File: src/shared/dram_init_cfg.svh
/*
  Constants of the init and mode-set block: register offsets, mode word
  field positions, reset values and timing counts.
  Assumes pclk at 200 MHz and inclusion by bare name.
*/
`ifndef DRAM_INIT_CFG_SVH
`define DRAM_INIT_CFG_SVH

// ----------------------------------------------------------------
// Register byte offsets on the APB slave.
// ----------------------------------------------------------------
`define OFF_STATUS 12'h000
`define OFF_BASE   12'h004
`define OFF_EXT1   12'h008
`define OFF_EXT2   12'h00c
`define OFF_EXT3   12'h010
`define OFF_CTRL   12'h014

// ----------------------------------------------------------------
// Mode word fields and reset values.
// ----------------------------------------------------------------
`define F_RLAT_LO  3
`define F_LOOP_RST 8
`define F_WLAT_LO  9
`define F_TERM_LO  2
`define F_LPTERM   5
`define RLAT_BASE  5'd7
`define RX_ON_MAX  5'd3
`define NOP_MIN    2'd2
`define CTRL_RST   1'b1

// ----------------------------------------------------------------
// Timing: figures in ns, counts derived and rounded up; the loop lock count is given directly in cycles.
// ----------------------------------------------------------------
`define CLK_NS        5
`define PRECHARGE_NS  15
`define MODE_SET_NS   10
`define REFRESH_NS    130
`define LOOP_LOCK_CYC 512
`define PRECHARGE_CYC ((`PRECHARGE_NS + `CLK_NS - 1) / `CLK_NS)
`define MODE_SET_CYC  ((`MODE_SET_NS + `CLK_NS - 1) / `CLK_NS)
`define REFRESH_CYC   ((`REFRESH_NS + `CLK_NS - 1) / `CLK_NS)

`endif

File: src/shared/dram_init_pkg.sv
/*
  Types of the init and mode-set block: pin bundle, commands, init states,
  burst beat and status word.
  Assumes the constants header for numeric values.
*/
package dram_init_pkg;

  // ----------------------------------------------------------------
  // Pin bundle from the memory controller.
  // ----------------------------------------------------------------
  typedef struct packed {
    logic       reset_n;  // Device reset pin.
    logic       cke_n;    // Clock enable, also a strap.
    logic       cs_n;
    logic       ras_n;
    logic       cas_n;
    logic       we_n;
    logic [2:0] rsel;     // Register and bank select.
    logic [6:0] addr;     // Half address per edge.
  } pins_t;

  // Quiet level of the pins: reset low, no command.
  localparam pins_t PINS_IDLE = 14'h1f00;

  // Commands as {cs_n, ras_n, cas_n, we_n}.
  typedef enum logic [3:0] {
    CMD_MODE = 4'h0,
    CMD_REFR = 4'h1,
    CMD_PREC = 4'h2,
    CMD_ACT  = 4'h3,
    CMD_WR   = 4'h4,
    CMD_RD   = 4'h5,
    CMD_IDLE = 4'h7
  } cmd_t;

  // Init states, Gray coded along the path.
  typedef enum logic [2:0] {
    ST_RESET  = 3'b000,
    ST_WAKE   = 3'b001,
    ST_PREC   = 3'b011,
    ST_MODE   = 3'b010,
    ST_REFR   = 3'b110,
    ST_SETTLE = 3'b111,
    ST_READY  = 3'b101
  } init_state_t;

  // One burst beat.
  typedef struct packed {
    logic       valid;
    logic [9:0] col;
  } beat_t;

  // Status register layout.
  typedef struct packed {
    logic [18:0] zero;
    logic        busy;
    logic        lock_done;
    logic        err;
    logic [3:0]  prog;
    logic [1:0]  strap;
    logic        ready;
    logic [2:0]  state;
  } status_t;

endpackage : dram_init_pkg

File: src/design/dram_init_mode_setup.sv
/*
  Device-side power-up and mode-set logic of an eight-bank graphics DRAM:
  strap capture, init sequence tracking, mode words, burst timing, APB view.
  Assumes controller pins arrive asynchronously and APB runs on pclk.
*/
`timescale 1ns/1ps
`include "dram_init_cfg.svh"
module dram_init_mode_setup
  import dram_init_pkg::*;
(
  // Clock and reset.
  input  logic        pclk,
  input  logic        presetn,
  // APB slave.
  input  logic [11:0] paddr,
  input  logic        psel,
  input  logic        penable,
  input  logic        pwrite,
  input  logic [31:0] pwdata,
  output logic [31:0] prdata,
  output logic        pready,
  output logic        pslverr,
  // Controller pins.
  input  pins_t       pins,
  // Device state.
  output beat_t       rd_beat,
  output beat_t       wr_beat,
  output logic        rx_enable,
  output logic        dev_ready,
  output logic [1:0]  ca_term,
  output logic [1:0]  dq_term
);

  // ----------------------------------------------------------------
  // Pin synchroniser.
  // ----------------------------------------------------------------
  pins_t sync1_q;  // First stage, read only by the second.
  pins_t pins_q;   // Settled pin levels.

  always_ff @(posedge pclk or negedge presetn) begin
    if (!presetn) begin
      sync1_q <= PINS_IDLE;
      pins_q  <= PINS_IDLE;
    end else begin
      sync1_q <= pins;
      pins_q  <= sync1_q;
    end
  end

  // ----------------------------------------------------------------
  // Reset pin edge and strap capture.
  // ----------------------------------------------------------------
  logic       rst_pin_q;  // Reset pin level one edge ago.
  logic [1:0] strap_q;    // Latched {cke_n, A0}.

  wire rst_rise = pins_q.reset_n & ~rst_pin_q;

  // Straps and reset pass the same stages, so they are seen together.
  always_ff @(posedge pclk or negedge presetn) begin
    if (!presetn) begin
      rst_pin_q <= 1'b0;
      strap_q   <= 2'b00;
    end else begin
      rst_pin_q <= pins_q.reset_n;
      if (rst_rise) begin
        strap_q <= {pins_q.cke_n, pins_q.addr[0]};
      end
    end
  end

  // ----------------------------------------------------------------
  // Command capture over two edges.
  // ----------------------------------------------------------------
  logic       half_q;  // First half taken, command fires next edge.
  logic [3:0] cmd_q;
  logic [2:0] rsel_q;
  logic [6:0] alo_q;

  wire        live     = ~pins_q.cs_n & pins_q.reset_n;
  wire [12:0] cmd_addr = {pins_q.addr[5:0], alo_q};
  wire        is_idle  = half_q & (cmd_q == CMD_IDLE);
  wire        is_mode  = half_q & (cmd_q == CMD_MODE);
  wire        is_prech = half_q & (cmd_q == CMD_PREC);
  wire        is_refr  = half_q & (cmd_q == CMD_REFR);
  wire        is_rd    = half_q & (cmd_q == CMD_RD);
  wire        is_wr    = half_q & (cmd_q == CMD_WR);
  wire        is_work  = half_q & ~is_idle;

  // The second edge carries the upper address half.
  always_ff @(posedge pclk or negedge presetn) begin
    if (!presetn) begin
      half_q <= 1'b0;
      cmd_q  <= CMD_IDLE;
      rsel_q <= 3'd0;
      alo_q  <= 7'h00;
    end else begin
      half_q <= live & ~half_q;
      if (live & ~half_q) begin
        cmd_q  <= {pins_q.cs_n, pins_q.ras_n, pins_q.cas_n, pins_q.we_n};
        rsel_q <= pins_q.rsel;
        alo_q  <= pins_q.addr;
      end
    end
  end

  // ----------------------------------------------------------------
  // Interval timers.
  // ----------------------------------------------------------------
  logic [7:0] gap_cnt_q;   // Precharge, mode-set or refresh interval.
  logic [9:0] lock_cnt_q;  // Loop lock interval.
  logic [1:0] nop_cnt_q;   // Idle commands seen after wake.

  wire       gap_start = is_prech | is_mode | is_refr;
  wire [7:0] gap_load  = is_prech ? 8'(`PRECHARGE_CYC) :
                         is_mode  ? 8'(`MODE_SET_CYC) : 8'(`REFRESH_CYC);
  wire       gap_busy  = (gap_cnt_q != 8'd0);
  wire       lock_go   = rst_rise |
                         (is_mode & (rsel_q == 3'd0) & cmd_addr[`F_LOOP_RST]);
  wire       lock_done = (lock_cnt_q == 10'd0);
  wire       loop_clr  = (lock_cnt_q == 10'd1);

  always_ff @(posedge pclk or negedge presetn) begin
    if (!presetn) begin
      gap_cnt_q  <= 8'd0;
      lock_cnt_q <= 10'(`LOOP_LOCK_CYC);
      nop_cnt_q  <= 2'd0;
    end else begin
      if (gap_start) gap_cnt_q <= gap_load;
      else if (gap_busy) gap_cnt_q <= gap_cnt_q - 8'd1;
      if (lock_go) lock_cnt_q <= 10'(`LOOP_LOCK_CYC);
      else if (!lock_done) lock_cnt_q <= lock_cnt_q - 10'd1;
      if (rst_rise) nop_cnt_q <= 2'd0;
      else if (is_idle && nop_cnt_q != `NOP_MIN) nop_cnt_q <= nop_cnt_q + 2'd1;
    end
  end

  // ----------------------------------------------------------------
  // Mode words: base, first, second and third extended.
  // ----------------------------------------------------------------
  logic [12:0] word_q [4];  // Stored mode words.
  logic        prog_q [4];  // Word written since reset release.

  // Termination default never reads 00; a 00 strap falls back to 01.
  wire [1:0]  term_dflt = (strap_q == 2'b00) ? 2'b01 : strap_q;
  wire [12:0] ext1_dflt = {11'h000, term_dflt} << `F_TERM_LO;

  for (genvar w = 0; w < 4; w++) begin : g_word
    wire hit = is_mode & (rsel_q == 3'(w));
    // Reset release loads defaults; others stay unset until written.
    always_ff @(posedge pclk or negedge presetn) begin
      if (!presetn) begin
        word_q[w] <= 13'h0000;
        prog_q[w] <= 1'b0;
      end else if (hit) begin
        word_q[w] <= cmd_addr;
        prog_q[w] <= 1'b1;
      end else if (rst_rise) begin
        word_q[w] <= (w == 1) ? ext1_dflt : 13'h0000;
        prog_q[w] <= 1'b0;
      end else if (w == 0 && loop_clr) begin
        word_q[w][`F_LOOP_RST] <= 1'b0;
      end
    end
  end

  wire [3:0] prog_all = {prog_q[3], prog_q[2], prog_q[1], prog_q[0]};
  wire [3:0] rl_code  = word_q[0][`F_RLAT_LO +: 4];
  wire [2:0] wr_code  = word_q[0][`F_WLAT_LO +: 3];
  wire [4:0] rlat     = {1'b0, rl_code} + `RLAT_BASE;
  wire [4:0] wlat     = (wr_code == 3'd0) ? 5'd1 : {2'b00, wr_code};
  wire       rx_hold  = (wlat <= `RX_ON_MAX);

  // ----------------------------------------------------------------
  // Init sequence tracker.
  // ----------------------------------------------------------------
  init_state_t state_q;
  init_state_t state_d;
  logic        seq_err;  // Command out of the init order.
  logic        ready_q;
  logic        rd_busy;
  logic        wr_busy;

  always_comb begin
    state_d = state_q;
    seq_err = 1'b0;
    case (state_q)
      ST_RESET: begin
        if (rst_rise) state_d = ST_WAKE;
      end
      ST_WAKE: begin
        if (is_prech && nop_cnt_q == `NOP_MIN) state_d = ST_PREC;
        else if (is_work) seq_err = 1'b1;
      end
      ST_PREC: begin
        if (!gap_busy) state_d = ST_MODE;
      end
      ST_MODE: begin
        if (is_refr && (&prog_all)) state_d = ST_REFR;
        else if (is_work && !is_mode) seq_err = 1'b1;
      end
      ST_REFR: begin
        if (is_refr) state_d = ST_SETTLE;
        else if (is_work) seq_err = 1'b1;
      end
      ST_SETTLE: begin
        if (!gap_busy && lock_done) state_d = ST_READY;
        else if (is_work) seq_err = 1'b1;
      end
      ST_READY: begin
        if (is_mode && (rd_busy || wr_busy)) seq_err = 1'b1;
      end
      default: state_d = ST_RESET;
    endcase
    if (!pins_q.reset_n) state_d = ST_RESET;
  end

  // Column commands are taken only once the device is ready.
  wire rd_go   = is_rd & ready_q;
  wire wr_go   = is_wr & ready_q;
  wire col_err = (is_rd | is_wr) & (|cmd_addr[2:0]);
  wire tim_err = is_work & gap_busy;
  wire use_err = ((is_rd | is_wr) & ~ready_q) | (rd_go & rd_busy) |
                 (wr_go & wr_busy);
  wire ev_err  = seq_err | col_err | tim_err | use_err;

  always_ff @(posedge pclk or negedge presetn) begin
    if (!presetn) begin
      state_q   <= ST_RESET;
      ready_q   <= 1'b0;
      rx_enable <= 1'b0;
    end else begin
      state_q   <= state_d;
      ready_q   <= (state_d == ST_READY);
      rx_enable <= rx_hold | wr_go | wr_busy;
    end
  end

  // ----------------------------------------------------------------
  // Burst sequencers; the low column bits are ignored.
  // ----------------------------------------------------------------
  burst_seq u_rd (
    .pclk     (pclk),
    .presetn  (presetn),
    .start    (rd_go),
    .lat      (rlat),
    .col_base (cmd_addr[9:3]),
    .beat     (rd_beat),
    .busy     (rd_busy)
  );

  burst_seq u_wr (
    .pclk     (pclk),
    .presetn  (presetn),
    .start    (wr_go),
    .lat      (wlat),
    .col_base (cmd_addr[9:3]),
    .beat     (wr_beat),
    .busy     (wr_busy)
  );

  // ----------------------------------------------------------------
  // APB slave: one wait-free access, answers from flops.
  // ----------------------------------------------------------------
  logic        ctrl_q;  // Error capture enable.
  logic        err_q;   // Sticky protocol error.
  logic [31:0] rd_mux;
  logic        hit_any;
  status_t     status_w;

  wire setup   = psel & ~penable;
  wire wr_xfer = psel & penable & pready & pwrite;
  wire ctrl_wr = wr_xfer & (paddr == `OFF_CTRL);
  wire err_clr = ctrl_wr & pwdata[1];

  assign status_w = '{zero: 19'h0, busy: rd_busy | wr_busy,
                      lock_done: lock_done, err: err_q, prog: prog_all,
                      strap: strap_q, ready: ready_q, state: state_q};

  // Address decode for reads; other offsets answer with an error.
  always_comb begin
    rd_mux  = 32'h0000_0000;
    hit_any = 1'b1;
    if (paddr == `OFF_STATUS) rd_mux = status_w;
    else if (paddr == `OFF_BASE) rd_mux = {19'h0, word_q[0]};
    else if (paddr == `OFF_EXT1) rd_mux = {19'h0, word_q[1]};
    else if (paddr == `OFF_EXT2) rd_mux = {19'h0, word_q[2]};
    else if (paddr == `OFF_EXT3) rd_mux = {19'h0, word_q[3]};
    else if (paddr == `OFF_CTRL) rd_mux = {31'h0, ctrl_q};
    else hit_any = 1'b0;
  end

  // A new error beats a clear in the same cycle.
  always_ff @(posedge pclk or negedge presetn) begin
    if (!presetn) begin
      pready  <= 1'b0;
      pslverr <= 1'b0;
      prdata  <= 32'h0000_0000;
      ctrl_q  <= `CTRL_RST;
      err_q   <= 1'b0;
    end else begin
      pready  <= setup;
      pslverr <= setup & ~hit_any;
      if (setup) prdata <= pwrite ? 32'h0000_0000 : rd_mux;
      if (ctrl_wr) ctrl_q <= pwdata[0];
      err_q <= (ctrl_q & ev_err) | (err_q & ~err_clr);
    end
  end

  assign dev_ready = ready_q;
  assign ca_term   = strap_q;
  assign dq_term   = word_q[1][`F_TERM_LO +: 2];
endmodule : dram_init_mode_setup

File: src/design/burst_seq.sv
/*
  Burst sequencer: waits the programmed latency after a column command,
  then steps eight beats through the aligned column block.
  Assumes lat is at least one and start comes from pclk logic.
*/
`timescale 1ns/1ps
module burst_seq
  import dram_init_pkg::*;
(
  // Clock and reset.
  input  logic       pclk,
  input  logic       presetn,
  // Request.
  input  logic       start,
  input  logic [4:0] lat,
  input  logic [6:0] col_base,
  // Beat stream.
  output beat_t      beat,
  output logic       busy
);

  logic [4:0] wait_q;   // Edges left before the first beat.
  logic [2:0] idx_q;    // Column offset inside the block.
  logic [6:0] base_q;   // Aligned block number.
  logic       valid_q;  // Beat in flight.
  logic [4:0] lat_q;    // Latency of the running burst, for checks.
  logic [4:0] since_q;  // Edges since the request, for checks.

  // A request while busy is refused; the top flags it.
  wire take  = start & ~busy;
  wire first = (wait_q == 5'd1);
  wire last  = valid_q & (idx_q == 3'd7);

  assign busy = (wait_q != 5'd0) | valid_q;
  assign beat = {valid_q, base_q, idx_q};

  // ----------------------------------------------------------------
  // Latency count and beat stepping.
  // ----------------------------------------------------------------
  always_ff @(posedge pclk or negedge presetn) begin
    if (!presetn) begin
      wait_q  <= 5'd0;
      idx_q   <= 3'd0;
      base_q  <= 7'h00;
      valid_q <= 1'b0;
    end else begin
      if (take) begin
        wait_q <= lat;
        base_q <= col_base;
      end else if (wait_q != 5'd0) begin
        wait_q <= wait_q - 5'd1;
      end
      if (first) begin
        valid_q <= 1'b1;
        idx_q   <= 3'd0;
      end else if (last) begin
        valid_q <= 1'b0;
      end else if (valid_q) begin
        idx_q <= idx_q + 3'd1;
      end
    end
  end

  // Helper counters read only by the checks below.
  always_ff @(posedge pclk or negedge presetn) begin
    if (!presetn) begin
      lat_q   <= 5'd0;
      since_q <= 5'd0;
    end else if (take) begin
      lat_q   <= lat;
      since_q <= 5'd0;
    end else if (since_q != 5'h1f) begin
      since_q <= since_q + 5'd1;
    end
  end
endmodule : burst_seq

File: config.mk
export PLATFORM = sky130hd
export DESIGN_NAME = dram_init_mode_setup
export DESIGN_NICKNAME = d
export VERILOG_FILES = /design/src/shared/dram_init_pkg.sv /design/src/design/dram_init_mode_setup.sv /design/src/design/burst_seq.sv
export VERILOG_INCLUDE_DIRS = /design/src /design/src/shared
export SDC_FILE = /design/constraint.sdc
export NUM_CORES = 1
export LEC_CHECK = 0
export CORE_MARGIN = 4
export CORE_UTILIZATION = 63
export DETAILED_ROUTE_END_ITERATION = 10
export DONT_BUFFER_PORTS = 1
export PLACE_DENSITY = 0.83
export SYNTH_ARGS = -nofsm -noshare
export SYNTH_HDL_FRONTEND = slang
export SYNTH_SLANG_ARGS = --single-unit
File: constraint.sdc
create_clock -name pclk -period 3.03 [get_ports pclk]
set_input_delay 0 -clock pclk [delete_from_list [all_inputs] [get_ports pclk]]
set_output_delay 0 -clock pclk [all_outputs]
set_load 0.01 [all_outputs]
==> run_results.csv, run 1 <==
group,metric,value,unit
synthesis,seq_area_frac_synth,56.1,%
worst_setup_path,slowest_delay,650,ps
drt,drt-initial-drc-count,760,
synthesis,yosysWarnings,0,
clock_tree,post-cts-setup-buffers,0,
worst_setup_path,cp_cell_sequence,"or4b_1 > nor3_2 > nand3_2 > nand3_1 > o21ai_0",
clock_tree,clkLatencyLatePin,430,ps
clock_tree,htreeDepth,4,
power_and_ir_drop,cellPowerDensity,660,nW/um^2
worst_setup_path,required,3290,ps
drt,via_count,5913,
worst_setup_path,cp_top_family,"simple AND/OR/NAND/NOR gates",
die,die_h,121,um
power_and_ir_drop,netSwitchingPower,1.49,mW
synthesis,ys_top_cells_by_area,"dfrtp_1 (51%), dfstp_2 (4.9%), nand2_1 (4.7%), o21ai_0 (3.0%), nor2_1 (2.9%)",
worst_setup_path,cp.arrival,2750,ps
flow_run,maxCapViolCount,0,
clock_tree,clockRootBuffer,"clkbuf_16",
finish,final_core_util,71.3,%
sta,finalMaxSlewViolations,0,
synthesis,yosysMostFrequentCell,"dfrtp_1",
synthesis,synthCells,775,
placed_design,pre_cts_slack,682,ps
clock_tree,clock-sinks,180,
hold_path,holdCritPathClass,"input pin to async pin",
finish,nets,864,
synthesis,synth_flop_cell,"dfrtp_1",
clock_tree,cts_hold_buf,26,
placed_design,dp_hpwl,11800,um
power_and_ir_drop,cell_internal_pwr,4.43,mW
power_and_ir_drop,switching_share,25.2,%
die,start_util,64.2,%
clock_tree,clkTransAtPathRegs,60,ps
status,violations,"negative hold slack",
finish,drive_gt1_share,10.9,%
power_and_ir_drop,power_frac_comb,11.8,%
sta,finalHoldViolations,180,
grt,grt_pass1_vias,5874,
synthesis,synth.largest_area_cell,"dfrtp_1",
clock_tree,cts_resized,0,
worst_setup_path,start_kind,"flop",
drt,antenna_left,0,
sta,setup_tns,0,ps
worst_setup_path,crit_type,"flop to flop",
power_and_ir_drop,p_leak,4.16,nW
sta,max_freq,0.403,GHz
placed_design,gp_congestion,0.879,
finish,diodes,0,
die,row_count,41,
synthesis,syn_area_per_cell,10.4,um^2
synthesis,synth_top_area_share,51.2,%
drt,viasPerCell,6.11,
grt,grt_overflow,0,
sta,setup_ws,546,ps
worst_setup_path,critPathMaxFanout,27,
placed_design,portBuffers,0,
synthesis,async_reset_ff_share,100,%
worst_setup_path,crit_slowest_cell,"or4b_1",
sta,fin_crit_sh,82.0,%
clock_tree,clk_path_buf_depth,2,
die,io_pins,127,
synthesis,ys_ff_latch,180,
grt,grt_max_degree,181,
die,die-area,14700,um^2
synthesis,synth_edf_count,0,
power_and_ir_drop,seqPwrFrac,48.1,%
die,die_w,121,um
grt,gr-usage-all-layers,26.3,%
sta,worst_pin_slew,927,ps
sta,relSlewSlack,37.3,%
worst_setup_path,cp-end-kind,"flop",
clock_tree,cts_tree,"built",
sta,fin_skew,7.89,ps
grt,grt_pass1_wl,29900,um
worst_setup_path,path_buf_inv,0,
drt,wl_per_cell,18.9,um
sta,setup_viol,0,
worst_setup_path,rrSetupSlack,550,ps
sta,rsz0062_at_grt,"no",
drt,drc,0,
clock_tree,cts-buffers-inserted,17,
synthesis,synth_common_cells,"dfrtp_1 (165), nand2_1 (100), nor2_1 (62)",
power_and_ir_drop,clkPwrFrac,40.1,%
synthesis,synth.cell_area,8060,um^2
grt,antenna_found_initial,0,
finish,syn_to_final_growth,11.2,%
sta,hold_ws,-726,ps
power_and_ir_drop,finalPower,5.91,mW
power_and_ir_drop,ir_drop,0.453,mV
sta,finalCriticalPeriod,2480,ps
drt,totalWireLength,18300,um
status,status,"finished with violations",
die,coreArea,12600,um^2
synthesis,ys_types,64,
drt,drt-pass1-iter-count,5,
## per-layer routing
layer  vias to the layer above  GRT usage, %  wire (um)
met3                        62          7.32       1830
met2                       335          42.1       8800
met5                         -             0          0
met4                         0          11.4        580
li1                       2647             -          -
met1                      2869          33.9       7110
## metrics by stage
| step | cell area [um^2] | std cells |
|---|---|---|
| 2_1_floorplan | 8130 | 793 |
| 3_3_place_gp | 8060 | 909 |
| 3_5_place_dp | 8060 | 909 |
| 4_1_cts | 8960 | 967 |
| 5_1_grt | 8960 | 967 |
| 6_report | 8960 | 967 |
## worst paths after layout
check | startpoint | to | depth (start not counted)
max in group asynchronous | presetn | sync1_q[9] | 0
worst min register to register | sync1_q[2] | cmd_addr[9] | 0
worst max register to register | half_q | word_q[11] | 5
min in group pclk | paddr[2] | prdata[3] | 3
worst min-delay path | presetn | gap_cnt_q[5] | 0
worst max-delay path | half_q | word_q[11] | 5
## flip-flops by register name, indices dropped and copies added (netlist names), 4 cells and up
register	flops
word_q	46
sync1_q	16
prdata	13
lock_cnt_q	10
pins_q	10
gap_cnt_q	8
alo_q	7
u_rd.base_q	7
u_wr.base_q	7
cmd_addr	6
u_rd.wait_q	5
u_wr.wait_q	5
cmd_q	4
prog_all	4
rl_code	4
## layout make-up
type	instances	area [um^2]
multi-input combinational	521	3160
sequential	180	4520
clock buffer	21	460
fill	826	3600
tap	172	215
timing repair buffer	33	313
inverter	29	109
clock inverter	11	183
## cells in the final DEF, fill, tap and decap left out, types with 4 or more instances in the layout
cell	count
a211oi_1	14
a21oi_1	21
and2_1	4
buf_4	7
bufinv_16	5
clkbuf_16	17
clkinv_2	5
conb_1	19
dfrtp_1	165
dfstp_2	15
dlygate4sd3_1	26
ha_1	17
inv_1	29
mux2_2	16
mux2i_1	18
nand2_1	100
nand2b_1	10
nand3_1	38
nor2_1	62
nor2b_1	7
nor3_1	8
nor4_1	8
o21ai_0	48
o21ai_1	28
o22ai_1	4
o31ai_1	16
xnor2_1	12
xor2_1	12
## cell families after synthesis
kind of cell / Yosys count / synth area share, %
muxes: 34 / 4.47
other: 1 / 0.0465
adders and majority gates: 17 / 2.64
xor gates and xnor gates: 24 / 2.61
DFF: 180 / 56.1
buffers and inverters: 92 / 5.71
and+or+nand+nor: 273 / 17.0
AOI/OAI and AO/OA: 154 / 11.5
## power by group through the flow
stage               sequential [mW]  clock (mW)  combinational (mW)
CTS                            2.84        2.41               0.693
detailed placement             2.88           0               0.657
global placement               2.86           0               0.611
finish                         2.85        2.37               0.698
global route                   2.87        2.51               0.790
floorplan                      2.80           0               0.606
(Power assumes the default switching activity.)
==> run 2: changes to the inputs <==
==> constraint.sdc (replaced) <==
create_clock -name pclk -period 2.3 [get_ports pclk]
set_input_delay 0 -clock pclk [delete_from_list [all_inputs] [get_ports pclk]]
set_output_delay 0 -clock pclk [all_outputs]
set_load 0.01 [all_outputs]
==> run 2 against run 1 <==
The run still ends with negative hold slack left. Sequential power up 32%. Core utilization up 0.91 points. Setup slack worse by 510 ps. Flip-flop and latch count unchanged. Largest cell class unchanged. Largest power group unchanged.
==> run_results.csv, run 2 (synthesis results as in run 1) <==
group,metric,value,unit
clock_tree,htreeDepth,4,
worst_setup_path,crit_slowest_cell,"or4b_4",
worst_setup_path,r2r_cells,7,
placed_design,numPlacedInstances,921,
power_and_ir_drop,switching_share,26.9,%
placed_design,portBuffers,0,
grt,grt_pass1_wl,29500,um
sta,finalCriticalPeriod,2260,ps
sta,setup_tns,0,ps
flow_run,maxCapViolCount,0,
grt,antenna_found_initial,0,
worst_setup_path,startpoint,"u_wr.wait_q[1]",
worst_setup_path,crit_cells,7,
grt,gr-usage-all-layers,25.9,%
drt,drt-initial-drc-count,588,
power_and_ir_drop,netSwitchingPower,2.06,mW
clock_tree,clk_path_buf_depth,2,
worst_setup_path,reg2reg_to,"err_q",
sta,setup_viol,0,
power_and_ir_drop,power_frac_comb,12.3,%
grt,grt_max_degree,181,
worst_setup_path,crit_end,"err_q",
sta,fin_crit_sh,98.4,%
drt,wl_per_cell,18.9,um
finish,largest_reg_flops,46,
finish,stdcell_count,981,
worst_setup_path,crit_type,"flop to flop",
drt,drt-pass1-iter-count,6,
clock_tree,cts-buffers-inserted,17,
grt,grt_pass1_vias,5838,
finish,syn_to_final_growth,12.6,%
status,violations,"negative hold slack",
sta,relSlewSlack,52.7,%
worst_setup_path,required,2610,ps
power_and_ir_drop,cellPowerDensity,844,nW/um^2
finish,final_core_util,72.2,%
finish,reg_top3,"word_q x46, sync1_q x16, prdata x13",
worst_setup_path,start_kind,"flop",
die,die_w,121,um
placed_design,dp_hpwl,12200,um
worst_setup_path,slowest_delay,510,ps
power_and_ir_drop,seqPwrFrac,48.9,%
clock_tree,clock-sinks,180,
worst_setup_path,cp_top_family,"compound AO/OA/AOI/OAI gates",
die,die-area,14700,um^2
clock_tree,clkLatencyLatePin,430,ps
drt,drc,0,
finish,mostFrequentLayoutCells,"dfrtp_1 (165), nand2_1 (100), nor2_1 (62), o21ai_0 (48), nand3_1 (38)",
power_and_ir_drop,ir_drop,0.594,mV
worst_setup_path,path_buf_inv,1,
worst_setup_path,critPathMaxFanout,4,
power_and_ir_drop,cell_internal_pwr,5.60,mW
die,row_count,41,
sta,finalHoldViolations,180,
grt,grt_overflow,0,
drt,totalWireLength,18500,um
clock_tree,cts_hold_buf,25,
sta,worst_pin_slew,706,ps
power_and_ir_drop,clkPwrFrac,38.8,%
finish,layout_commonest_cell,"dfrtp_1",
worst_setup_path,cp-end-kind,"flop",
die,die_h,121,um
clock_tree,cts_tree,"built",
power_and_ir_drop,p_leak,4.22,nW
die,start_util,64.2,%
worst_setup_path,cp_cell_sequence,"inv_2 > ha_2 > or4b_4 > nor2_8 > o2111ai_1 > a211o_1 > a2111o_1",
clock_tree,clockRootBuffer,"clkbuf_16",
placed_design,gp_congestion,0.925,
worst_setup_path,cp.arrival,2570,ps
die,io_pins,127,
hold_path,holdCritPathClass,"input pin to async pin",
finish,diodes,0,
finish,regMostFlops,"word_q",
finish,drive_gt1_share,13.2,%
drt,antenna_left,0,
drt,via_count,5966,
sta,max_freq,0.442,GHz
die,coreArea,12600,um^2
finish,nets,878,
sta,hold_ws,-732,ps
sta,rsz0062_at_grt,"yes",
worst_setup_path,r2r_start,"u_wr.wait_q[1]",
status,status,"finished with violations",
sta,fin_skew,8.04,ps
clock_tree,clkTransAtPathRegs,70,ps
sta,finalMaxSlewViolations,0,
drt,viasPerCell,6.08,
worst_setup_path,rrSetupSlack,40,ps
run 2: repair_timing:
action                                  CTS  global route
gates resized for setup                   1             3
setup buffers                             1             2
endpoints found under the setup margin    1             2
endpoints found under the hold margin   212           180
run 2: final cells by class:
cell class,instances,area [um^2]
inverter,29,109
clock inverter,14,179
fill,848,3490
clock buffer,18,429
tap,172,215
sequential,180,4520
timing repair buffer,47,453
multi-input combinational,521,3170
run 2: how the worst min path moves through the flow:
stage | start | endpoint | depth (start not counted)
6_report | presetn | gap_cnt_q[5] | 0
5_1_grt | presetn | gap_cnt_q[5] | 0
4_1_cts | presetn | pins_q[15] | 0
3_5_place_dp | presetn | gap_cnt_q[5] | 0
3_3_place_gp | presetn | gap_cnt_q[5] | 0
2_1_floorplan | presetn | alo_q[0] | 0
run 2: metrics by stage:
step                      setup WS [ps]  power (mW)  cell area [um^2]
after floorplan                    78.4        4.49              8130
after global placement             90.3        4.60              8190
after detailed placement          -35.0        4.68              8190
after CTS                          30.8        7.67              9050
after global routing              -12.6        7.98              9080
final                              37.8        7.66              9080
run 2: worst register-to-register path, delay by kind of cell (launching register included):
family                   cells  cell delay (ps)
adder cells (fa/ha/maj)      1              190
AND/OR/NAND/NOR              2              630
buffers and inverters        1               80
AO/OA/AOI/OAI                3              830
flip-flops                   1              410
run 2: power by group through the flow:
| stage | registers (mW) | logic (mW) | clock network [mW] |
|---|---|---|---|
| floorplan | 3.69 | 0.798 | 0 |
| global placement | 3.78 | 0.828 | 0 |
| detailed placement | 3.80 | 0.887 | 0 |
| CTS | 3.74 | 0.938 | 3.00 |
| global route | 3.77 | 1.06 | 3.14 |
| finish | 3.75 | 0.942 | 2.97 |
run 2: routing by layer:
metal	wire length, um	vias to the layer above	GRT usage (%)
met2	8690	310	39.5
met5	0	-	0
li1	-	2672	-
met1	7380	2936	34.8
met4	518	0	11.1
met3	1950	48	7.88
